--- config.mk ---
export PLATFORM = sky130hd
export DESIGN_NAME = scan_test_emulation_port
export DESIGN_NICKNAME = d
export VERILOG_FILES = /design/src/rtl/pin_sync.v /design/src/rtl/tap_fsm.v /design/src/rtl/scan_test_emulation_port.v
export VERILOG_INCLUDE_DIRS = /design/src /design/src/rtl
export SDC_FILE = /design/constraint.sdc
export NUM_CORES = 1
export LEC_CHECK = 0
export BUFFER_PORTS_ARGS = -buffer_cell sky130_fd_sc_hd__buf_2
export CAP_MARGIN = 10
export CORE_ASPECT_RATIO = 0.75
export CORE_MARGIN = 3
export CORE_UTILIZATION = 45
export CTS_CLUSTER_SIZE = 28
export DETAILED_ROUTE_END_ITERATION = 12
export MAX_ROUTING_LAYER = met4
export PLACE_DENSITY = 0.61
export SYNTH_ARGS = -nofsm -noshare
export SYNTH_HDL_FRONTEND = slang
export SYNTH_SLANG_ARGS = --single-unit
--- constraint.sdc ---
create_clock -name CLOCK -period 1.6 [get_ports CLOCK]
set_input_delay 0.24 -clock CLOCK [delete_from_list [all_inputs] [get_ports CLOCK]]
set_output_delay 0.24 -clock CLOCK [all_outputs]
set_load 0.01 [all_outputs]
--- src/rtl/scan_port_regs.vh ---
// scan port constants: state codes, instruction codes, register widths
// assumes inclusion by the scan port design files only
`ifndef SCAN_PORT_REGS_VH
`define SCAN_PORT_REGS_VH

// ----------------------------------------
// tap state codes
// ----------------------------------------
`define ST_TLR 4'h0
`define ST_RTI 4'h1
`define ST_SEL_DR 4'h2
`define ST_CAP_DR 4'h3
`define ST_SH_DR 4'h4
`define ST_EX1_DR 4'h5
`define ST_PAU_DR 4'h6
`define ST_EX2_DR 4'h7
`define ST_UPD_DR 4'h8
`define ST_SEL_IR 4'h9
`define ST_CAP_IR 4'ha
`define ST_SH_IR 4'hb
`define ST_EX1_IR 4'hc
`define ST_PAU_IR 4'hd
`define ST_EX2_IR 4'he
`define ST_UPD_IR 4'hf

// ----------------------------------------
// instruction register
// ----------------------------------------
`define IR_WIDTH 4
`define IR_CAPTURE 4'h1
`define IR_BYPASS 4'hf
`define IR_EMU_CTRL 4'h8
`define IR_IDCODE 4'he

// ----------------------------------------
// emulator control data register fields
// ----------------------------------------
`define EMU_WIDTH 4
`define EMU_A_OE_BIT 0
`define EMU_A_VAL_BIT 1
`define EMU_B_OE_BIT 2
`define EMU_B_VAL_BIT 3
`define EMU_RESET 4'h0

// ----------------------------------------
// identity register width
// ----------------------------------------
`define ID_WIDTH 32

`endif

--- src/rtl/pin_sync.v ---
// two-stage synchroniser for a bundle of pin levels
// assumes the inputs are asynchronous to clock
`timescale 1ns/1ps
module pin_sync
#(
    parameter WIDTH = 1
)
(
    // clock
    input wire clock,
    // levels
    input wire [WIDTH-1:0] din,
    output reg [WIDTH-1:0] dout
);

reg [WIDTH-1:0] meta;

// first stage read only by the second
always @(posedge clock)
begin
    meta <= din;
    dout <= meta;
end

endmodule

--- src/rtl/tap_fsm.v ---
// sixteen-state test access port sequencer
// assumes step is a one-cycle pulse on each rising scan clock edge
`timescale 1ns/1ps
`include "scan_port_regs.vh"
module tap_fsm
(
    // clock and reset
    input wire clock,
    input wire hold_reset,
    // stepping
    input wire step,
    input wire mode,
    output reg [3:0] state
);

reg [3:0] next_state;

always @*
begin
    next_state = state;
    case (state)
        `ST_TLR: next_state = mode ? `ST_TLR : `ST_RTI;
        `ST_RTI: next_state = mode ? `ST_SEL_DR : `ST_RTI;
        `ST_SEL_DR: next_state = mode ? `ST_SEL_IR : `ST_CAP_DR;
        `ST_CAP_DR: next_state = mode ? `ST_EX1_DR : `ST_SH_DR;
        `ST_SH_DR: next_state = mode ? `ST_EX1_DR : `ST_SH_DR;
        `ST_EX1_DR: next_state = mode ? `ST_UPD_DR : `ST_PAU_DR;
        `ST_PAU_DR: next_state = mode ? `ST_EX2_DR : `ST_PAU_DR;
        `ST_EX2_DR: next_state = mode ? `ST_UPD_DR : `ST_SH_DR;
        `ST_UPD_DR: next_state = mode ? `ST_SEL_DR : `ST_RTI;
        `ST_SEL_IR: next_state = mode ? `ST_TLR : `ST_CAP_IR;
        `ST_CAP_IR: next_state = mode ? `ST_EX1_IR : `ST_SH_IR;
        `ST_SH_IR: next_state = mode ? `ST_EX1_IR : `ST_SH_IR;
        `ST_EX1_IR: next_state = mode ? `ST_UPD_IR : `ST_PAU_IR;
        `ST_PAU_IR: next_state = mode ? `ST_EX2_IR : `ST_PAU_IR;
        `ST_EX2_IR: next_state = mode ? `ST_UPD_IR : `ST_SH_IR;
        default: next_state = mode ? `ST_SEL_DR : `ST_RTI;
    endcase
end

always @(posedge clock)
begin
    if (hold_reset)
        state <= `ST_TLR;
    else if (step)
        state <= next_state;
end

endmodule

--- src/rtl/scan_test_emulation_port.v ---
// scan test access port with emulator event pins and output disable
// assumes scan pins are asynchronous; the scan clock is sampled by CLOCK
// and must stay well below half its rate
`timescale 1ns/1ps
`include "scan_port_regs.vh"

// How it works
// - sample mode and data on rising scan edge
// - scan output changes only on falling edge
// - scan output floats unless shifting
// - output disable low floats scan output
// - test reset high enables scan control
// - test reset low ignores scan activity
// - pin a bidirectional, direction set by scan
// - pin b bidirectional, direction set by scan
// - test reset low makes pin b disable
// - disable floats every device output driver
module scan_test_emulation_port
#(
    parameter [31:0] ID_VALUE = 32'h00000001
)
(
    // clock and reset
    input wire CLOCK,
    input wire SRST,
    // scan pins
    input wire SCAN_CLK,
    input wire SCAN_MODE,
    input wire SCAN_DIN,
    input wire SCAN_RESET,
    output reg SCAN_DOUT,
    output wire SCAN_DOUT_OE,
    // emulator event pin a
    input wire EMULATOR_EVENT_PIN_A_IN,
    output wire EMULATOR_EVENT_PIN_A_OUT,
    output wire EMULATOR_EVENT_PIN_A_OE,
    // emulator event pin b or output disable
    input wire EMULATOR_EVENT_PIN_B_OR_OUTPUT_DISABLE_IN,
    output wire EMULATOR_EVENT_PIN_B_OR_OUTPUT_DISABLE_OUT,
    output wire EMULATOR_EVENT_PIN_B_OR_OUTPUT_DISABLE_OE,
    // to the rest of the device
    output wire OUTPUTS_DISABLE,
    output wire SCAN_ACTIVE,
    output reg EMU_EVENT_A,
    output reg EMU_EVENT_B,
    input wire EMU_SIGNAL_A,
    input wire EMU_SIGNAL_B
);

// ----------------------------------------
// pin synchronisers
// ----------------------------------------
wire [5:0] sync_in;
wire [5:0] sync_out;
wire tck;
wire tms;
wire tdi;
wire trst;
wire pin_a;
wire pin_b;

assign sync_in = {EMULATOR_EVENT_PIN_B_OR_OUTPUT_DISABLE_IN, EMULATOR_EVENT_PIN_A_IN,
                  SCAN_RESET, SCAN_DIN, SCAN_MODE, SCAN_CLK};

pin_sync #(.WIDTH(6)) u_sync
(
    .clock(CLOCK),
    .din(sync_in),
    .dout(sync_out)
);

assign tck = sync_out[0];
assign tms = sync_out[1];
assign tdi = sync_out[2];
assign trst = sync_out[3];
assign pin_a = sync_out[4];
assign pin_b = sync_out[5];

// ----------------------------------------
// scan clock edges
// ----------------------------------------
reg tck_d;
wire rise;
wire fall;

always @(posedge CLOCK)
begin
    if (SRST)
        tck_d <= 1'b0;
    else
        tck_d <= tck;
end

// edges count only while test reset high
assign rise = trst && tck && !tck_d;
assign fall = trst && !tck && tck_d;

// ----------------------------------------
// tap sequencer
// ----------------------------------------
wire [3:0] state;
wire hold_reset;

// test reset low pins the sequencer
assign hold_reset = SRST || !trst;

tap_fsm u_fsm
(
    .clock(CLOCK),
    .hold_reset(hold_reset),
    .step(rise),
    .mode(tms),
    .state(state)
);

// ----------------------------------------
// instruction and data registers
// ----------------------------------------
reg [`IR_WIDTH-1:0] ir_shift;
reg [`IR_WIDTH-1:0] ir;
reg bypass;
reg [`ID_WIDTH-1:0] id_shift;
reg [`EMU_WIDTH-1:0] emu_shift;
reg [`EMU_WIDTH-1:0] emu_ctrl;

// ----------------------------------------
// instruction decode
// ----------------------------------------
reg sel_id;
reg sel_emu;

// anything unlisted takes the one-bit bypass path
always @*
begin
    sel_id = 1'b0;
    sel_emu = 1'b0;
    if (ir == `IR_IDCODE)
        sel_id = 1'b1;
    else if (ir == `IR_EMU_CTRL)
        sel_emu = 1'b1;
end

// ----------------------------------------
// scan captures
// ----------------------------------------
// all scan captures on rising edge
always @(posedge CLOCK)
begin
    if (hold_reset)
    begin
        ir_shift <= `IR_CAPTURE;
        ir <= `IR_IDCODE;
        bypass <= 1'b0;
        id_shift <= {`ID_WIDTH{1'b0}};
        emu_shift <= `EMU_RESET;
        emu_ctrl <= `EMU_RESET;
    end
    else if (rise)
    begin
        case (state)
            `ST_CAP_IR: ir_shift <= `IR_CAPTURE;
            `ST_SH_IR: ir_shift <= {tdi, ir_shift[`IR_WIDTH-1:1]};
            `ST_UPD_IR: ir <= ir_shift;
            `ST_CAP_DR:
            begin
                bypass <= 1'b0;
                id_shift <= ID_VALUE;
                emu_shift <= emu_ctrl;
            end
            `ST_SH_DR:
            begin
                bypass <= tdi;
                id_shift <= {tdi, id_shift[`ID_WIDTH-1:1]};
                emu_shift <= {tdi, emu_shift[`EMU_WIDTH-1:1]};
            end
            `ST_UPD_DR:
            begin
                // direction of pin a set by scan
                // direction of pin b set by scan
                if (sel_emu)
                    emu_ctrl <= emu_shift;
            end
            default:
            begin
                bypass <= bypass;
            end
        endcase
    end
end

// ----------------------------------------
// serial output
// ----------------------------------------
reg shifting;
wire disable_cond;

function sel_bit;
    input [3:0] st;
    input use_id;
    input use_emu;
    input irb;
    input idb;
    input emb;
    input byb;
    begin
        if (st == `ST_SH_IR)
            sel_bit = irb;
        else if (use_id)
            sel_bit = idb;
        else if (use_emu)
            sel_bit = emb;
        else
            sel_bit = byb;
    end
endfunction

// output and enable move on falling edge
always @(posedge CLOCK)
begin
    if (hold_reset)
    begin
        SCAN_DOUT <= 1'b0;
        shifting <= 1'b0;
    end
    else if (fall)
    begin
        SCAN_DOUT <= sel_bit(state, sel_id, sel_emu, ir_shift[0], id_shift[0],
                             emu_shift[0], bypass);
        shifting <= (state == `ST_SH_IR) || (state == `ST_SH_DR);
    end
end

// pin b reads as disable while test reset low
// host supplies reset low, pin a high
assign disable_cond = !trst && pin_a && !pin_b;

assign OUTPUTS_DISABLE = disable_cond;
assign SCAN_ACTIVE = trst;

// ----------------------------------------
// pin drive decode
// ----------------------------------------
// one rule for every enable that leaves the block
function drive_on;
    input scan_on;
    input wanted;
    input off;
    begin
        drive_on = scan_on && wanted && !off;
    end
endfunction

// an input pin only reports while scan owns it
function heard;
    input scan_on;
    input driving;
    input level;
    begin
        heard = scan_on && !driving && level;
    end
endfunction

// test reset gates it
// shifting clears a cycle after test reset drops
assign SCAN_DOUT_OE = drive_on(trst, shifting, disable_cond);

// ----------------------------------------
// emulator event pins
// ----------------------------------------
reg pin_a_out;
reg pin_b_out;

// pin a drives only when configured as output
assign EMULATOR_EVENT_PIN_A_OE = drive_on(trst, emu_ctrl[`EMU_A_OE_BIT], disable_cond);
assign EMULATOR_EVENT_PIN_A_OUT = pin_a_out;
// pin b drives only when configured as output
// pin b is the disable input itself, never gated by it
assign EMULATOR_EVENT_PIN_B_OR_OUTPUT_DISABLE_OE = drive_on(trst, emu_ctrl[`EMU_B_OE_BIT], 1'b0);
assign EMULATOR_EVENT_PIN_B_OR_OUTPUT_DISABLE_OUT = pin_b_out;

// data levels leave from flops, one cycle behind their sources
always @(posedge CLOCK)
begin
    if (SRST)
    begin
        pin_a_out <= 1'b0;
        pin_b_out <= 1'b0;
        EMU_EVENT_A <= 1'b0;
        EMU_EVENT_B <= 1'b0;
    end
    else
    begin
        pin_a_out <= emu_ctrl[`EMU_A_VAL_BIT] | EMU_SIGNAL_A;
        pin_b_out <= emu_ctrl[`EMU_B_VAL_BIT] | EMU_SIGNAL_B;
        // event inputs only mean something in scan mode
        EMU_EVENT_A <= heard(trst, emu_ctrl[`EMU_A_OE_BIT], pin_a);
        EMU_EVENT_B <= heard(trst, emu_ctrl[`EMU_B_OE_BIT], pin_b);
    end
end

endmodule

Word-level counts from Yosys, hierarchy flattened. Cells that the tools add are included.

Add/subtract/negate cells: 0. Muxes and demuxes: 23. Bitwise logic cells: 2. Eq/ne operators: 16. Reductions and logical operators: 33. Magnitude comparators: 0. Divide/modulo/power cells: 0. Shift operators: 0. $mul: 0.

Operator list (number): $pmux 32 s2 (1); $pmux 4 s11 (1); $eq 4x4->1 const B (10); $eq 4x3->1 const B (4); $mux 4 (4); $pmux 4 s2 (2); $logic_and 1x1->1 (15); $mux 1 (9); $eq 4x2->1 const B (2); $logic_not 1->1 (7); $mux 2 (3); $mux 3 (2); $reduce_and 2->1 (3); $logic_not 4->1 (1); $reduce_bool 2->1 (2); $reduce_or 2->1 (2); $reduce_and 3->1 (1); $logic_or 1x1->1 (2); $or 1x1->1 (2); $pmux 1 s2 (1).

Bits in read-only memories: 0. Register bits after elaboration: 72. Input bits: 10. Bits in latches: 0. Memory bits (writable): 0. Memories kept: 0.

Depth between registers and ports, before layout.
Depth in word-level cells: 6. Gate-level depth with buffers: 7. Mapped depth without buffers: 4.

Modules after synthesis. From an unflattened synthesis, not the netlist that was laid out.

Cells, all modules: 279. Area, all modules: 2663.8 um^2.

By module, submodules not included: scan_test_emulation_port (times used 1, cells an instance 223, area each 2049.5 um^2); tap_fsm (times used 1, cells an instance 44, area each 374.1 um^2); pin_sync (times used 1, cells an instance 12, area each 240.2 um^2).

Worst setup path after synthesis. Ideal clock, no wire load.

Path kind: register to register. Start: register u_fsm.state[0]. End: register id_shift[2]. Data arrival time: 1.496 ns. Cell stages (with the launch flop): 7. Setup slack: -0.024 ns. Library setup time: 0.128 ns. Cell sequence: dfxtp_1 -> buf_6 -> or3b_4 -> a211o_4 -> buf_6 -> a22oi_1 -> nor2_1.

Word-level cells in the longest chain between the ends: 3. Elaborated cells on any way between the ends: 5. Those cells by class: 2 x eq/ne; 1 x mux; 2 x reduce/logical.

Ends and longest elaborated chain: from (decl) (line tap_fsm.v:13) `output reg [3:0] state`; from (signal assigned) (line tap_fsm.v:44) `` state <= `ST_TLR; ``; from (signal assigned) (line tap_fsm.v:46) `state <= next_state;`; $eq 4x3->1 / $eq 4x2->1 (equally long branches) (line scan_test_emulation_port.v:160) `case (state)`; $reduce_bool 2->1 (no source line); $reduce_and 2->1 (no source line); to (signal assigned) (line scan_test_emulation_port.v:154) `` id_shift <= {`ID_WIDTH{1'b0}}; ``; to (signal assigned) (line scan_test_emulation_port.v:173) `` id_shift <= {tdi, id_shift[`ID_WIDTH-1:1]}; ``; to (decl) (line scan_test_emulation_port.v:122) `` reg [`ID_WIDTH-1:0] id_shift; ``.

Several ways; a longest one is shown, not always the timed one. A chain may end at the register's enable or synchronous reset.

Worst setup path in the final report.
Start: register u_fsm.state[0]. End: register id_shift[12].

The elaborated chain is that of the path after synthesis.

==> results.rst <==
.. list-table::
   :header-rows: 1

   * - Metric
     - Value
   * - Launching element of the worst setup path
     - u_fsm.state[0]
   * - Top post-synthesis cells by count
     - 71 x sky130_fd_sc_hd__dfxtp_1, 47 x sky130_fd_sc_hd__nor2_1, 32 x sky130_fd_sc_hd__a22oi_1, 14 x sky130_fd_sc_hd__nand2_1
   * - Via count of the first global-routing pass
     - 1,922
   * - Fmax
     - 0.629 GHz
   * - Clock-pin slew reported for the worst setup and hold paths after clock tree synthesis
     - 0.07 ns
   * - Run status
     - finished clean
   * - Leading cell types by total area after synthesis
     - sky130_fd_sc_hd__dfxtp_1 52%, sky130_fd_sc_hd__a22oi_1 8.8%, sky130_fd_sc_hd__nor2_1 6.5%, sky130_fd_sc_hd__mux2i_1 4.4%, sky130_fd_sc_hd__buf_6 2.9%
   * - TNS Setup
     - 0 ns
   * - Maximum fanout along the worst path
     - 15
   * - Top cell type's share of synthesized area
     - 52.1%
   * - Setup crit start kind
     - flip-flop
   * - PwrDens
     - 1030 nW/µm²
   * - Placed Cells incl. Taps
     - 374
   * - First drt pass iteration count
     - 5
   * - Number of antenna violations at the first check in global routing
     - 0
   * - Detailed Route WL
     - 5960 µm
   * - Fin worst setup slack
     - 0.0111 ns
   * - Number of storage elements in the synthesis netlist
     - 71
   * - Proportion of layout cells with a drive suffix above 1
     - 27.7%
   * - Filler-free cell count of the finished design
     - 400
   * - Pre-CTS WS
     - -0.0825 ns
   * - Capturing point of the worst reg2reg path
     - id_shift[12]
   * - Transition time of the tightest slew-check pin
     - 0.544 ns
   * - Site Rows
     - 23
   * - Skew-Pair Late Insertion Delay
     - 0.33 ns
   * - Combined area of all synthesized cells
     - 2730 µm²
   * - Maximum buffer depth of the clock tree
     - 2
   * - Area of the die
     - 7040 µm²
   * - Remaining global-route overflow
     - 0
   * - Master cell of the clock root buffer
     - sky130_fd_sc_hd__clkbuf_8
   * - Die Span Y
     - 73.4 µm
   * - Minimum period implied by the final worst setup slack
     - 1.59 ns
   * - Worst VDD drop
     - 0.000860 V
   * - Total routing usage reported by global routing
     - 19.2%
   * - Class of the tightest hold or removal check
     - primary input to flip-flop
   * - Count of pins over their slew limit
     - 0
   * - Largest net degree at the start of global routing
     - 34
   * - Sinks on Clock Net
     - 71
   * - Remaining DRCs
     - 0
   * - Top flip-flop cell by instance count after synthesis
     - sky130_fd_sc_hd__dfxtp_1
   * - Launch instance of the worst register-to-register path
     - u_fsm.state[0]
   * - Setup violations, final
     - 0
   * - Instance count of the mapped netlist
     - 279
   * - Worst-case register-to-register setup slack
     - 0.01 ns
   * - RSZ-0062 raised after global routing
     - yes
   * - Final Hold Vio Count
     - 0
   * - Sequential-to-total area share from yosys stat
     - 52.1%
   * - Cell type with the highest aggregate area in the netlist
     - sky130_fd_sc_hd__dfxtp_1
   * - Core Box Area
     - 5580 µm²
   * - Detailed-route vias per instance
     - 5.36
   * - Nets in the synthesized netlist
     - 289
   * - CP endpoint kind
     - flip-flop
   * - Number of synthesized flops with an enable pin
     - 0
   * - Data arrival at the endpoint of the critical path
     - 1.81 ns
   * - Syn_area_per_cell
     - 9.77 µm²
   * - Global-route wire length before repair
     - 9940 µm
   * - Yosys Warn Count
     - 0
   * - Total inserted antenna cells
     - 0
   * - Class of the most critical setup path
     - flip-flop to flip-flop
   * - Capture point of the worst path
     - id_shift[12]
   * - Final cycle utilization of the critical path
     - 99.3%
   * - Count leader, synth
     - sky130_fd_sc_hd__dfxtp_1
   * - Number of buffers added by the clock tree synthesis step
     - 9
   * - Number of buffers added on ports
     - 19
   * - Number of I/O pins
     - 20
   * - Count of vias placed by the detailed router
     - 2,142
   * - Number of distinct library cells after synthesis
     - 43
   * - ANT nets after route
     - 0
   * - Horiz. Die Dim
     - 95.9 µm
   * - Worst Skew
     - 0.00454 ns
   * - Gpl congestion
     - 0.897
   * - Post-detailed-placement half-perimeter wirelength
     - 3550 µm
   * - Final routed wire length divided by cell count
     - 14.9 µm
   * - CTS tree
     - yes
   * - Depth of the most critical reg-to-reg path
     - 4
   * - Number of nets in the layout
     - 331
   * - Starting Density
     - 48.8%
   * - Initial DRC Count
     - 170
   * - Reported leakage power
     - 1.26 nW
   * - Number of violations of the max-capacitance limit
     - 0
   * - H-tree levels
     - 3
   * - Area Overhead vs Synth
     - 25.4%
   * - Remaining max-slew budget at the tightest pin
     - 63.2%
   * - Post-synthesis async set-or-reset flop share
     - 0%
   * - Data required, critical path
     - 1.82 ns
## cells in the final DEF (no fill, tap or decap), types with 4 or more instances in the layout
master / n
sky130_fd_sc_hd__mux2i_1: 12
sky130_fd_sc_hd__dlygate4sd3_1: 6
sky130_fd_sc_hd__nand2b_1: 4
sky130_fd_sc_hd__a21oi_1: 11
sky130_fd_sc_hd__dfxtp_1: 68
sky130_fd_sc_hd__inv_1: 6
sky130_fd_sc_hd__buf_4: 22
sky130_fd_sc_hd__buf_2: 19
sky130_fd_sc_hd__a22oi_2: 12
sky130_fd_sc_hd__nand3_1: 4
sky130_fd_sc_hd__nand2_1: 14
sky130_fd_sc_hd__nor2_1: 47
sky130_fd_sc_hd__buf_12: 4
sky130_fd_sc_hd__a22oi_1: 20
sky130_fd_sc_hd__nor3_1: 5
sky130_fd_sc_hd__nor3b_1: 4
sky130_fd_sc_hd__clkbuf_8: 10
sky130_fd_sc_hd__a211oi_1: 5
## power breakdown
part | total, mW | leakage [nW] | switching, mW | internal [mW]
Clock | 1.56 | 0.109 | 0.648 | 0.914
Sequential | 1.80 | 0.579 | 0.0136 | 1.79
Combinational | 0.141 | 0.573 | 0.0758 | 0.0648
## flip-flops by register name (all words and copies together) (netlist names), 4 cells and up
register and cells:
id_shift 31, u_sync.dout 6, u_sync.meta 6, emu_ctrl 4, emu_shift 4, ir 4
ir_shift 4, u_fsm.state 4
## per-stage QoR
stage                     cell area, µm²  hold slack [ns]  util [%]  total power, mW
after floorplan                     2730            0.268         -             1.91
after global placement              2990            0.310      53.6             1.97
after detailed placement            2990            0.312      53.6             1.97
after CTS                           3330           0.0886      59.7             3.55
after global routing                3420            0.123      61.2             3.65
final                               3420            0.110      61.2             3.51
## per-layer routing
layer  vias up  track usage [%]  share of wire, %
met4         0             5.84              0.81
li1       1089                -                 -
met5         -                -                 0
met2        47             24.1                41
met3         4             6.65               5.8
met1      1002             28.4                52
## worst min-delay path by stage
stage	from	endpoint	slack, ns	cells after the start
after floorplan	SCAN_CLK	u_sync.meta[0]	0.27	0
after detailed placement	u_sync.meta[2]	u_sync.dout[2]	0.31	0
after global placement	u_sync.meta[4]	u_sync.dout[4]	0.31	0
after global routing	SRST	tck_d	0.12	2
final	EMU_SIGNAL_B	EMULATOR_EVENT_PIN_B_OR_OUTPUT_DISABLE_OUT	0.11	3
after CTS	EMU_SIGNAL_B	EMULATOR_EVENT_PIN_B_OR_OUTPUT_DISABLE_OUT	0.09	3
## repair_timing
| item | CTS | global route |
|---|---|---|
| pin swaps | 4 | 6 |
| setup buffers | 3 | 0 |
| gates resized for setup | 4 | 20 |
| setup endpoints to repair | 35 | 41 |
| hold endpoints to repair | 6 | 0 |
| gates cloned | 2 | 0 |
| hold buffers | 6 | 0 |
## worst max-delay path: stages, from the launching register on
cell and delay [ns]:
sky130_fd_sc_hd__dfxtp_2 0.35, sky130_fd_sc_hd__or3b_4 0.46, sky130_fd_sc_hd__a211o_4 0.44, sky130_fd_sc_hd__a22oi_1 0.17, sky130_fd_sc_hd__nor2_1 0.05
## cell families (layout without fill, tap and decap cells)
logic type / after synthesis / count (layout) / share of synthesized area (%)
AO/OA/AOI/OAI: 70 / 72 / 19.1
buffers and inverters: 28 / 72 / 6.20
flip-flops: 71 / 71 / 52.1
multiplexers: 12 / 12 / 4.41
AND/OR/NAND/NOR: 98 / 98 / 18.2
## layout make-up
class	instances	area, µm²
clock buffer	10	138
clock inverter	5	81.3
fill	492	2160
inverter	6	22.5
multi-input combinational	182	1250
sequential	71	1430
tap	75	93.8
timing repair buffer	51	400
No activity file was read; power rests on OpenSTA's default activity.
